--- src/lpfg_pkg.sv ---
/*
  Package for the LED PWM frame and port controller core: register offsets, field positions,
  reset values, timing counts and the carrier structs.
  Assumes a 25 MHz core clock and a byte-wide register write/read port fed by an I2C slave.
*/
package lpfg_pkg;
  localparam int unsigned CLK_HZ = 25000000;
  // register offsets
  localparam logic [7:0] OFF_CONFIG = 8'h00;
  localparam logic [7:0] OFF_CH_ON_HI = 8'h01;
  localparam logic [7:0] OFF_CH_ON_LO = 8'h02;
  localparam logic [7:0] OFF_EFFECT = 8'h03;
  localparam logic [7:0] OFF_CHANNEL_FUNCTION = 8'h04;
  localparam logic [7:0] OFF_PIN_DIRECTION = 8'h05;
  localparam logic [7:0] OFF_PIN_DRIVE_LEVEL = 8'h06;
  localparam logic [7:0] OFF_CHANGE_ALERT_MASK = 8'h07;
  localparam logic [7:0] OFF_PIN_INPUT_STATE = 8'h08;
  localparam logic [7:0] OFF_SAMPLER_DIVISOR = 8'h09;
  localparam logic [7:0] OFF_DUTY_FIRST = 8'h10;
  localparam logic [7:0] OFF_DUTY_LAST = 8'h1f;
  localparam logic [7:0] OFF_FRAME_FIRST_BYTE = 8'h20;
  localparam logic [7:0] OFF_FRAME_LAST_BYTE = 8'haf;
  localparam logic [7:0] OFF_DUTY_COMMIT = 8'hb0;
  localparam logic [7:0] OFF_FRAME_INTERVAL = 8'hb6;
  localparam logic [7:0] OFF_FRAME_FIRST = 8'hb7;
  localparam logic [7:0] COMMIT_CODE = 8'h00;
  localparam int unsigned FRAME_BYTES = 18;
  localparam int unsigned FRAME_COUNT = 8;
  localparam int unsigned MEM_BYTES = FRAME_BYTES * FRAME_COUNT;
  localparam int unsigned CH_COUNT = 16;
  // field positions
  localparam int unsigned CFG_MODE_LSB = 5;
  localparam int unsigned EFF_CS_LSB = 4;
  localparam int unsigned EFF_ALC_BIT = 3;
  localparam int unsigned EFF_GAIN_LSB = 0;
  localparam int unsigned HOLD_LSB = 5;
  localparam int unsigned FIRST_LSB = 5;
  // reset values
  localparam logic [7:0] RST_CONFIG = 8'h80;
  localparam logic [7:0] RST_CH_ON = 8'hff;
  localparam logic [7:0] RST_ZERO = 8'h00;
  // timing: base frame hold 4.87 ms for code 0; code k>0 holds 9.5 ms * 2^(k-1)
  localparam int unsigned HOLD0_US = 4870;
  localparam int unsigned HOLD1_US = 9500;
  localparam int unsigned HOLD0_CYC = HOLD0_US * (CLK_HZ / 1000000);
  localparam int unsigned HOLD1_CYC = HOLD1_US * (CLK_HZ / 1000000);
  localparam int unsigned SAMPLE_BASE_HZ = 100000;
  localparam int unsigned SAMPLE_BASE_CYC = CLK_HZ / SAMPLE_BASE_HZ;

  typedef enum logic [2:0] {
    LPFG_MODE_DUTY = 3'b001,
    LPFG_MODE_AUTO = 3'b010,
    LPFG_MODE_AUDIO = 3'b100
  } lpfg_mode_t;

  typedef struct packed {
    logic wr;
    logic rd;
    logic [7:0] addr;
    logic [7:0] data;
  } lpfg_req_t;

  typedef struct packed {
    logic [15:0] pwm;
    logic [15:0] enable;
    logic [2:0] current_scale;
    logic [2:0] input_gain_select;
    logic auto_level_enable;
  } lpfg_led_t;
endpackage

--- src/lpfg_core.sv ---
/*
  Register core of the 16-channel LED PWM controller: register file, shadow duty storage,
  eight-frame memory, frame sequencer, audio frame picker and port logic of the upper channels.
  Assumes a byte write/read port driven by an I2C slave, an ADC sample presented as a byte,
  and analog sinks that take the current scale, gain and on/off/pwm levels per channel.
*/
// Contract
// - current scale code maps 1.0,0.75,0.5,0.25,2.0,1.75,1.5,1.25 times reference
// - auto level control active with its bit 0, inactive with 1
// - audio gain 0 dB to 21 dB in 3 dB steps by code
// - channel-function bit 0 is LED, 1 is port; resets to zero
// - port channels ignore lighting current and gain settings
// - direction bit 0 output, 1 input for port channels
// - port output drives low for level 0, high for level 1
// - mask bit 0 enables change alerts, 1 disables them
// - input-state register captures port pins, bit 7 channel 16, readable
// - change alert held low until the input-state register is read
// - audio sample rate is 100 kHz divided by the divisor register
// - duty value gives current of maximum times value over 256; here the pwm output only flags a nonzero duty
// - duty registers at 10h to 1Fh, lowest address is channel 16
// - eight 18-byte frames from 20h to AFh, two on bytes then sixteen duty
// - duty writes go to shadow, commit on writing zero at B0h
// - frame hold code: 4.87 ms, 9.5 ms, then doubling to 608 ms
// - first-frame code n starts play at frame n+1
// - playback runs to frame 8, wraps to frame 1, repeats
// - mode 00 drives all channels from duty registers directly
// - mode 01 plays the stored frames automatically in sequence
// - audio mode picks frame 1 for smallest sample, frame 8 for largest
// - interrupt-enabled input change pulls the change alert low
`timescale 1ns/1ps
module lpfg_core
  import lpfg_pkg::*;
(
  input wire logic clk_in,
  input wire logic reset_n_in,
  input wire lpfg_req_t req_in,
  input wire logic [7:0] adc_sample_in,
  input wire logic [7:0] port_pin_in,
  output logic [7:0] rd_data_out,
  output lpfg_led_t led_out,
  output logic [2:0] frame_index_out,
  output logic sample_strobe_out,
  output logic shutdown_out,
  output logic audio_modulate_out,
  output logic [7:0] port_out,
  output logic [7:0] port_oe_n_out,
  output logic change_alert_n_out
);
  // ==========================================================
  // register file
  logic [7:0] cfg;
  logic [7:0] ch_on_hi;
  logic [7:0] ch_on_lo;
  logic [7:0] effect;
  logic [7:0] channel_function;
  logic [7:0] pin_direction;
  logic [7:0] pin_drive_level;
  logic [7:0] change_alert_mask;
  logic [7:0] sampler_divisor;
  logic [7:0] frame_interval;
  logic [7:0] frame_first;
  logic [7:0] duty_shadow [CH_COUNT];
  logic [7:0] duty_active [CH_COUNT];
  logic [7:0] frame_memory [MEM_BYTES];
  lpfg_mode_t mode;

  function automatic logic in_range(input logic [7:0] a, input logic [7:0] lo,
                                    input logic [7:0] hi);
    in_range = (a >= lo) && (a <= hi);
  endfunction

  // lowest duty address belongs to channel 16, index 15
  function automatic logic [3:0] duty_slot(input logic [7:0] a);
    logic [7:0] d;
    d = a - OFF_DUTY_FIRST;
    duty_slot = 4'hf - d[3:0];
  endfunction

  logic wr_hit;
  assign wr_hit = req_in.wr;

  always_ff @(posedge clk_in or negedge reset_n_in) begin
    if (!reset_n_in) begin
      cfg <= RST_CONFIG;
      ch_on_hi <= RST_CH_ON;
      ch_on_lo <= RST_CH_ON;
      effect <= RST_ZERO;
      channel_function <= RST_ZERO;
      pin_direction <= RST_ZERO;
      pin_drive_level <= RST_ZERO;
      change_alert_mask <= RST_ZERO;
      sampler_divisor <= RST_ZERO;
      frame_interval <= RST_ZERO;
      frame_first <= RST_ZERO;
    end else if (wr_hit) begin
      case (req_in.addr)
        OFF_CONFIG: cfg <= req_in.data;
        OFF_CH_ON_HI: ch_on_hi <= req_in.data;
        OFF_CH_ON_LO: ch_on_lo <= req_in.data;
        OFF_EFFECT: effect <= req_in.data;
        OFF_CHANNEL_FUNCTION: channel_function <= req_in.data;
        OFF_PIN_DIRECTION: pin_direction <= req_in.data;
        OFF_PIN_DRIVE_LEVEL: pin_drive_level <= req_in.data;
        OFF_CHANGE_ALERT_MASK: change_alert_mask <= req_in.data;
        OFF_SAMPLER_DIVISOR: sampler_divisor <= req_in.data;
        OFF_FRAME_INTERVAL: frame_interval <= req_in.data;
        OFF_FRAME_FIRST: frame_first <= req_in.data;
        default: begin
        end
      endcase
    end
  end

  // ==========================================================
  // shadow and active duty storage
  logic commit;
  assign commit = wr_hit && (req_in.addr == OFF_DUTY_COMMIT) && (req_in.data == COMMIT_CODE);

  always_ff @(posedge clk_in or negedge reset_n_in) begin
    if (!reset_n_in) begin
      for (int i = 0; i < CH_COUNT; i++) begin
        duty_shadow[i] <= RST_ZERO;
        duty_active[i] <= RST_ZERO;
      end
    end else begin
      if (wr_hit && in_range(req_in.addr, OFF_DUTY_FIRST, OFF_DUTY_LAST)) begin
        duty_shadow[duty_slot(req_in.addr)] <= req_in.data;
      end
      if (commit) begin
        // a write in the commit cycle lands in shadow only; next commit carries it
        for (int i = 0; i < CH_COUNT; i++) begin
          duty_active[i] <= duty_shadow[i];
        end
      end
    end
  end

  // ==========================================================
  // frame memory, no reset: contents undefined until written
  always_ff @(posedge clk_in) begin
    if (wr_hit && in_range(req_in.addr, OFF_FRAME_FIRST_BYTE, OFF_FRAME_LAST_BYTE)) begin
      frame_memory[8'(req_in.addr - OFF_FRAME_FIRST_BYTE)] <= req_in.data;
    end
  end

  // ==========================================================
  // mode decode
  always_comb begin
    case (cfg[CFG_MODE_LSB +: 2])
      2'b01: mode = LPFG_MODE_AUTO;
      2'b10: mode = LPFG_MODE_AUDIO;
      default: mode = LPFG_MODE_DUTY;
    endcase
  end

  // ==========================================================
  // auto frame sequencer
  logic [2:0] hold_code;
  logic [31:0] hold_cycles;
  logic [31:0] hold_count;
  logic [2:0] play_frame;
  logic auto_mode_d;
  assign hold_code = frame_interval[HOLD_LSB +: 3];

  always_comb begin
    if (hold_code == 3'h0) begin
      hold_cycles = HOLD0_CYC;
    end else begin
      hold_cycles = HOLD1_CYC << (hold_code - 3'h1);
    end
  end

  always_ff @(posedge clk_in or negedge reset_n_in) begin
    if (!reset_n_in) begin
      hold_count <= 32'h0;
      play_frame <= 3'h0;
      auto_mode_d <= 1'b0;
    end else begin
      auto_mode_d <= (mode == LPFG_MODE_AUTO);
      if (mode != LPFG_MODE_AUTO) begin
        hold_count <= 32'h0;
        play_frame <= frame_first[FIRST_LSB +: 3];
      end else if (!auto_mode_d) begin
        hold_count <= 32'h0;
        play_frame <= frame_first[FIRST_LSB +: 3];
      end else if (hold_count + 32'h1 >= hold_cycles) begin
        hold_count <= 32'h0;
        play_frame <= play_frame + 3'h1;
      end else begin
        hold_count <= hold_count + 32'h1;
      end
    end
  end

  // ==========================================================
  // audio sampler: one sample per divisor ticks of 100 kHz
  logic [7:0] base_count;
  logic [7:0] div_count;
  logic [7:0] sample;
  logic base_tick;
  assign base_tick = (base_count == 8'(SAMPLE_BASE_CYC - 1));

  always_ff @(posedge clk_in or negedge reset_n_in) begin
    if (!reset_n_in) begin
      base_count <= 8'h0;
      div_count <= 8'h0;
      sample <= 8'h0;
      sample_strobe_out <= 1'b0;
    end else begin
      sample_strobe_out <= 1'b0;
      base_count <= base_tick ? 8'h0 : base_count + 8'h1;
      // divisor zero stops sampling
      if (mode == LPFG_MODE_AUDIO && base_tick && sampler_divisor != 8'h0) begin
        if (div_count + 8'h1 >= sampler_divisor) begin
          div_count <= 8'h0;
          sample <= adc_sample_in;
          sample_strobe_out <= 1'b1;
        end else begin
          div_count <= div_count + 8'h1;
        end
      end
    end
  end

  // ==========================================================
  // frame selection and channel outputs
  logic [2:0] shown_frame;
  logic [7:0] frame_base;
  always_comb begin
    case (mode)
      LPFG_MODE_AUTO: shown_frame = play_frame;
      LPFG_MODE_AUDIO: shown_frame = sample[7:5];
      default: shown_frame = 3'h0;
    endcase
    frame_base = 8'(shown_frame * FRAME_BYTES);
  end

  logic [7:0] level [CH_COUNT];
  logic [15:0] on_bits;
  always_comb begin
    on_bits = {ch_on_hi, ch_on_lo};
    if (mode != LPFG_MODE_DUTY) begin
      on_bits = {frame_memory[frame_base], frame_memory[8'(frame_base + 8'h1)]};
    end
  end

  genvar g;
  generate
    for (g = 0; g < CH_COUNT; g++) begin : g_ch
      // frame duty bytes follow the same high-channel-first order as the duty registers
      assign level[g] = (mode == LPFG_MODE_DUTY) ? duty_active[g]
                        : frame_memory[8'(frame_base + 8'(17 - g))];
    end
  endgenerate

  always_ff @(posedge clk_in or negedge reset_n_in) begin
    if (!reset_n_in) begin
      led_out <= '0;
      frame_index_out <= 3'h0;
      shutdown_out <= 1'b1;
      audio_modulate_out <= 1'b0;
    end else begin
      // pwm bit is high for any nonzero duty; the duty value itself does not reach the sinks
      for (int i = 0; i < CH_COUNT; i++) begin
        led_out.pwm[i] <= (level[i] != 8'h0);
      end
      led_out.enable <= on_bits & ~{channel_function, 8'h00};
      led_out.current_scale <= effect[EFF_CS_LSB +: 3];
      led_out.input_gain_select <= effect[EFF_GAIN_LSB +: 3];
      led_out.auto_level_enable <= ~effect[EFF_ALC_BIT];
      frame_index_out <= shown_frame;
      shutdown_out <= cfg[7];
      audio_modulate_out <= cfg[4];
    end
  end

  // ==========================================================
  // pwm counter: active high while counter below duty
  logic [7:0] pwm_count;
  logic [15:0] pwm_level;
  always_ff @(posedge clk_in or negedge reset_n_in) begin
    if (!reset_n_in) begin
      pwm_count <= 8'h0;
      pwm_level <= 16'h0;
    end else begin
      pwm_count <= pwm_count + 8'h1;
      for (int i = 0; i < CH_COUNT; i++) begin
        pwm_level[i] <= (pwm_count < level[i]);
      end
    end
  end

  // ==========================================================
  // upper-channel port logic
  logic [7:0] sync_a;
  logic [7:0] sync_b;
  logic [7:0] pin_input_state;
  logic [7:0] watched;
  logic alert;
  logic state_read;
  logic change;
  assign watched = channel_function & pin_direction & ~change_alert_mask;
  assign change = |((sync_b ^ pin_input_state) & watched);
  assign state_read = req_in.rd && (req_in.addr == OFF_PIN_INPUT_STATE);

  always_ff @(posedge clk_in or negedge reset_n_in) begin
    if (!reset_n_in) begin
      sync_a <= 8'h0;
      sync_b <= 8'h0;
      pin_input_state <= 8'h0;
    end else begin
      sync_a <= port_pin_in;
      sync_b <= sync_a;
      pin_input_state <= sync_b;
    end
  end

  always_ff @(posedge clk_in or negedge reset_n_in) begin
    if (!reset_n_in) begin
      alert <= 1'b0;
    end else if (change) begin
      alert <= 1'b1;
    end else if (state_read) begin
      alert <= 1'b0;
    end
  end

  always_ff @(posedge clk_in or negedge reset_n_in) begin
    if (!reset_n_in) begin
      port_out <= 8'h0;
      port_oe_n_out <= 8'hff;
      rd_data_out <= 8'h0;
    end else begin
      port_out <= pin_drive_level;
      port_oe_n_out <= ~(channel_function & ~pin_direction);
      if (req_in.rd) begin
        rd_data_out <= (req_in.addr == OFF_PIN_INPUT_STATE) ? pin_input_state : 8'h00;
      end
    end
  end

  assign change_alert_n_out = ~alert;
endmodule

--- config.mk ---
export PLATFORM = sky130hd
export DESIGN_NAME = lpfg_core
export DESIGN_NICKNAME = d
export VERILOG_FILES = /design/src/lpfg_pkg.sv /design/src/lpfg_core.sv
export SDC_FILE = /design/constraint.sdc
export NUM_CORES = 2
export LEC_CHECK = 0
export BUFFER_PORTS_ARGS = -buffer_cell sky130_fd_sc_hd__buf_4
export CORE_MARGIN = 2
export CORE_UTILIZATION = 35
export DETAILED_ROUTE_END_ITERATION = 8
export PLACE_DENSITY = 0.51
export SLEW_MARGIN = 20
export SYNTH_ARGS = -nofsm -noshare
export SYNTH_HDL_FRONTEND = slang
export SYNTH_SLANG_ARGS = --single-unit
--- constraint.sdc ---
create_clock -name clk_in -period 6.7 [get_ports clk_in]
set_input_delay 2.01 -clock clk_in [delete_from_list [all_inputs] [get_ports clk_in]]
set_output_delay 2.01 -clock clk_in [all_outputs]
set_load 0.005 [all_outputs]
# Word-level counts from Yosys, hierarchy flattened
# Memory sizes are Yosys's and may differ from the RTL's.
# Index checks and enable logic that the tools add are counted.
# totals
ff_bits	497
ramBits	1152
in_bits	36
output_inout_bits	70
word_cells	217
mem_count	1
# memory_table
memory	depth	width	rd	rd_ports_with_merged_regs	wr	line_no	rtl
frame_memory	144	8	18	0	1	lpfg_core.sv:64	logic [7:0] frame_memory [MEM_BYTES];
# classes
add_sub_neg	25
n_mul	1
order_cmp	8
eq_ne	21
shift	1
muxes	38
n_bitwise	13
n_reduce_logical	44
# op_table
operator	n
8-bit two-way mux	20
8-bit nonzero test	17
128-bit bitwise mux	1
32-bit two-way mux	4
8-bit by 4-bit adder with 8-bit output, second input constant	8
32-bit by 1-bit adder with 32-bit output, second input constant	1
8-bit by 3-bit adder with 8-bit output, second input constant	4
8-bit bitwise AND	4
8-bit demux with 4-bit select	1
8-bit by 3-bit == test with 1-bit output, second input constant	4
8-bit == test, second input constant	4
32-bit greater-or-equal comparator	1
18-bit by 3-bit << shifter with 32-bit output, first input constant	1
8-bit by 1-bit adder with 8-bit output, second input constant	3
8-bit NOT	3
2-bit AND reduction	12
8-bit by 2-bit adder with 8-bit output, second input constant	2
8-bit by 5-bit adder with 8-bit output, second input constant	2
16-bit bitwise AND	1
8-bit by 2-bit == test with 1-bit output, second input constant	2
8-bit by 4-bit == test with 1-bit output, second input constant	2
8-bit zero test	2
16-bit two-way mux	1
16-bit NOT	1
31 further kinds	50

# Depth between registers and ports, before layout
# An unclocked memory read counts as a cell.
# logic_depth
depth_word	9
depth_mapped	23
mapped_depth_nobuf	17

# Least setup slack after synthesis
# Ideal clock, no wire load.
# synth_timing
path_type	flip-flop to flip-flop
from	register cfg[5]
to	register led_out[35] (netlist name)
setup_ps	77
arrival_ps	4945
required_ps	6623
setup_slack_ps	1677
stages_incl_launch_ff	20
path_buffers	7
synth_period_minus_slack_ps	5023
path_cell_list	dfrtp_1 > inv_1 > ha_1 > buf_2 > inv_2 > nand2_1 > inv_1 > buf_2 > buf_2 > buf_2 > buf_1 > ha_1 > clkinv_1 > ha_1 > buf_1 > clkbuf_1 > mux4_2 > mux2i_1 > o221ai_1 > a21oi_1
# synth_via
elab_chain_len	9
word_cells_on_any_way	12
cone_classes	1 x add/sub; 1 x mul; 5 x eq/ne; 3 x mux; 1 x reduce/logical; 1 x memory
# synth_rtl
element	line_no	rtl
start, declared	lpfg_core.sv:51	logic [7:0] cfg;
start signal, assigned	lpfg_core.sv:97	OFF_CONFIG: cfg <= req_in.data;
2-bit == test / 2-bit by 1-bit == test with 1-bit output (equally long branches)	lpfg_core.sv:149	case (cfg[CFG_MODE_LSB +: 2])
3-bit case mux with 2 select lines (*)	lpfg_core.sv:149	
3-bit == test / 3-bit by 2-bit == test with 1-bit output (equally long branches)	lpfg_core.sv:230	case (mode)
3-bit case mux with 2 select lines (*)	lpfg_core.sv:230	
3-bit by 4-bit multiplier with 7-bit output (*)	lpfg_core.sv:235	frame_base = 8'(shown_frame * FRAME_BYTES);
via frame_base[3]	lpfg_core.sv:228	logic [7:0] frame_base;
8-bit by 3-bit adder with 8-bit output (*)	lpfg_core.sv:252	: frame_memory[8'(frame_base + 8'(17 - g))];
memory read 144 x 8 bit (*)	--	
8-bit two-way mux (*)	lpfg_core.sv:251	assign level[g] = (mode == LPFG_MODE_DUTY) ? duty_active[g]
8-bit nonzero test (*)	lpfg_core.sv:265	led_out.pwm[i] <= (level[i] != 8'h0);
end, declared	lpfg_core.sv:40	output lpfg_led_t led_out,
# The timed path passes the listed nets; every way through them passes the cells marked *.
# A chain may end at the register's enable or synchronous reset.

# Worst setup path after layout
# layout_timing
from	register cfg[5]
to	register led_out[32] (netlist name)
# layout_via
elab_chain_len	9
word_cells_on_any_way	12
cone_classes	1 x add/sub; 1 x mul; 5 x eq/ne; 3 x mux; 1 x reduce/logical; 1 x memory
# layout_rtl
element	line_no
2-bit == test / 2-bit by 1-bit == test with 1-bit output (equally long branches)	lpfg_core.sv:149
3-bit case mux with 2 select lines (*)	lpfg_core.sv:149
3-bit == test / 3-bit by 2-bit == test with 1-bit output (equally long branches)	lpfg_core.sv:230
3-bit case mux with 2 select lines	lpfg_core.sv:230
3-bit by 4-bit multiplier with 7-bit output	lpfg_core.sv:235
8-bit by 4-bit adder with 8-bit output	lpfg_core.sv:252
memory read 144 x 8 bit	--
8-bit two-way mux (*)	lpfg_core.sv:251
8-bit nonzero test (*)	lpfg_core.sv:265
# Mark *: on every way between the ends. The rest lies on a longest branch, timed or not.

==> impl_metrics.env <==
export IMPL_fp_dieH_um=477
export IMPL_drv_cap=0
export IMPL_ff2ff_setup_slack_ns=0.94
export IMPL_drive_above_1_share_pct=16.2
export IMPL_cts_buffer_depth=3
export IMPL_synth_top_family_by_area="simple AND/OR/NAND/NOR gates"
export IMPL_maxSlewHeadroom_pct=14.1
export IMPL_globalplace_congestion=0.946
export IMPL_min_period_ns=5.76
export IMPL_io_buffers=100
export IMPL_ys_top_cells_by_count="1152 x edfxtp_1, 565 x o21ai_0, 539 x nand2_1"
export IMPL_cpPeakStageDelay_ns=1.07
export IMPL_worst_pin_slew_ns=1.28
export IMPL_stdcell_count=9495
export IMPL_crit_end="led_out[32]$_DFF_PN0_"
export IMPL_cts_root_buf="clkbuf_16"
export IMPL_combPwrFrac_pct=5.0
export IMPL_place_ws_ns=1.18
export IMPL_nets=6466
export IMPL_tns_ns=0
export IMPL_p_seq_share_pct=50.5
export IMPL_crit_chain="inv_1 -> ha_4 -> inv_8 -> nand2_4 -> buf_12 -> buf_4 -> o311a_1 -> a22oi_1 -> nand4b_1 -> o2111ai_1 -> o21ai_0 -> nor4_1 -> a21oi_1"
export IMPL_ant_nets=0
export IMPL_timing_final_crit_share_pct=85.9
export IMPL_ios=106
export IMPL_min_path_type="reg2reg"
export IMPL_setup_violations=0
export IMPL_p_leak_nw=30.3
export IMPL_ys_types=89
export IMPL_grt_antenna_before_repair=11
export IMPL_netSwitchingFraction_pct=23.7
export IMPL_final_area_um2=87900
export IMPL_post_cts_buffers=0
export IMPL_p_sw_mw=5.15
export IMPL_num_rows=173
export IMPL_cts_buffers_inserted=172
export IMPL_die_w_um=477
export IMPL_drc=0
export IMPL_cts_tree="built"
export IMPL_cp_max_fo=104
export IMPL_vias_per_cell=6.07
export IMPL_ir_drop_v=0.000222
export IMPL_holdPathStages=0
export IMPL_grt_pass1_vias=55358
export IMPL_dieArea_um2=228000
export IMPL_rr_endpoint="led_out[32]$_DFF_PN0_"
export IMPL_powerDensity_nw_per_um2=248
export IMPL_htreeDepth=4
export IMPL_hold_buffers=0
export IMPL_overflow=0
export IMPL_slowest_stage="nor4_1"
export IMPL_synth_ff_type="edfxtp_1"
export IMPL_crit_start="cfg[5]$_DFFE_PN0P_"
export IMPL_yosysSeqAreaShare_pct=59.4
export IMPL_r2r_cells=13
export IMPL_synth_compound_area_share_pct=11.9
export IMPL_dr_pass1_iters=6
export IMPL_rsz0062_at_grt="false"
export IMPL_synth_top_area_share_pct=44.1
export IMPL_yosysWarnings=0
export IMPL_syn_area_per_cell_um2=12.2
export IMPL_path_class="reg2reg"
export IMPL_routed_wl_um=275000
export IMPL_grt_pass1_wl_um=395000
export IMPL_crit_required_ns=7.31
export IMPL_synthMuxAreaShare_pct=11.5
export IMPL_syn2layout_area_growth_pct=12.1
export IMPL_setup_ws_ns=0.942
export IMPL_clock_fmax_mhz=174
export IMPL_cts_resized_gates=0
export IMPL_finalHoldViolations=0
export IMPL_dp_cells=9168
export IMPL_clkPwrFrac_pct=44.5
export IMPL_outcome="finished clean"
export IMPL_synth_seq_cells=1630
export IMPL_cp_start_kind="flip-flop"
export IMPL_async_reset_ff_share_pct=29.3
export IMPL_n_fill_cell=21177
export IMPL_reg2reg_from="cfg[5]$_DFFE_PN0P_"
export IMPL_syn_inst=6447
export IMPL_grtUsageTotal_pct=23.5
export IMPL_synth_xor_area_share_pct=0.667
export IMPL_initial_core_util_pct=35.2
export IMPL_synth_edff_count=1152
export IMPL_skew_ns=0.0573
export IMPL_endpoint_kind="flip-flop"
export IMPL_synthAdderAreaFrac_pct=1.01
export IMPL_drtIter0Drc=7285
export IMPL_grt_max_degree=230
export IMPL_synth_most_common_cell="edfxtp_1"
export IMPL_yosysTopAreaCell="edfxtp_1"
export IMPL_hpwl_um=183000
export IMPL_synthSimpleGateAreaFrac_pct=12.3
export IMPL_routed_via_count=57589
export IMPL_dpl_cell_area_um2=82200
export IMPL_synth_area_leaders="edfxtp_1 44%, dfrtp_1 14%, mux2_2 5.7%"
export IMPL_arrival_ns=6.37
export IMPL_maxSlewViolCount=0
export IMPL_clock_sinks=1630
export IMPL_internal_power_mw=16.6
export IMPL_clk_latency_ns=0.83
export IMPL_wl_per_cell_um=29.0
export IMPL_path_clk_slew_ns=0.07
export IMPL_syn_area_um2=78400
export IMPL_coreArea_um2=223000
==> power by group through the flow <==
stage	registers [mW]	logic [mW]	clock network [mW]
3_3_place_gp	11.2	1.07	0
5_1_grt	11.0	1.15	10.2
2_1_floorplan	11.2	0.470	0
4_1_cts	11.0	1.08	9.84
3_5_place_dp	11.2	1.08	0
6_report	11.0	1.08	9.69
==> per-layer routing <==
metal	vias up	track usage, %	wire length, um
met5	-	0	117
met4	16	9.25	11900
met3	509	5.43	25200
met2	2781	35.9	122000
met1	29173	32.2	116000
li1	25110	-	-
==> final cells by class <==
type	count	area [um^2]	share of cell area (%)
inverter	60	254	0.289
antenna	3	7.51	0.00854
multi-input combinational	4265	29600	33.6
clock buffer	213	4600	5.23
timing repair buffer	238	2070	2.35
clock inverter	111	1110	1.26
tap	2975	3720	4.23
sequential	1630	46600	53.0
==> worst min-delay path by stage <==
stage | start | to | slack (ns)
CTS | sync_a[6]$_DFF_PN0_ | sync_b[6]$_DFF_PN0_ | 0.35
floorplan | sync_a[0]$_DFF_PN0_ | sync_b[0]$_DFF_PN0_ | 0.33
global route | sync_a[3]$_DFF_PN0_ | sync_b[3]$_DFF_PN0_ | 0.35
detailed placement | sync_a[4]$_DFF_PN0_ | sync_b[4]$_DFF_PN0_ | 0.34
finish | sync_a[3]$_DFF_PN0_ | sync_b[3]$_DFF_PN0_ | 0.35
global placement | sync_a[6]$_DFF_PN0_ | sync_b[6]$_DFF_PN0_ | 0.34
==> registers in the layout, indices dropped and copies added (netlist names), 32 cells and up <==
register / cells
duty_active: 128
duty_shadow: 128
frame_memory: 1152
hold_count: 32
led_out: 39
==> through the flow <==
step | util (%) | hold slack [ns] | power [mW]
after global placement | 36.9 | 0.336 | 12.3
after global routing | 39.5 | 0.354 | 22.4
final | 39.5 | 0.351 | 21.8
after detailed placement | 36.9 | 0.336 | 12.3
after CTS | 39.5 | 0.353 | 21.9
after floorplan | - | 0.331 | 11.6
==> cell usage in the layout (no fill, tap or decap), types with 82 or more instances in the layout <==
cell type and count:
edfxtp_1 1152, nor4_1 338, clkbuf_16 175, dfrtp_1 452
a32oi_1 200, nor2_1 297, nand3_1 411, o21ai_0 562
a21oi_1 116, mux2i_1 273, nand2_1 538, buf_4 210
mux2_2 397, mux4_2 82, a211oi_1 239, nor3_1 84
==> cell families (layout without fill, tap and decap cells) <==
kind of cell	after synthesis	count (layout)
simple gates	1955	1955
flops	1630	1630
compound gates	1430	1430
mux	752	752
buf+inv	558	622
fa+ha+maj	63	63
xor+xnor	58	58
other cells	1	10
==> worst max-delay path, delay by kind of cell, from the launching register on <==
kind,cells,cell delay (ns)
and+or+nand+nor,3,1.68
buffers and inverters,4,1.57
AOI/OAI and AO/OA,5,1.34
adders and majority gates,1,0.47
DFF,1,0.37
Note: power is estimated with default switching activity, not from simulation.
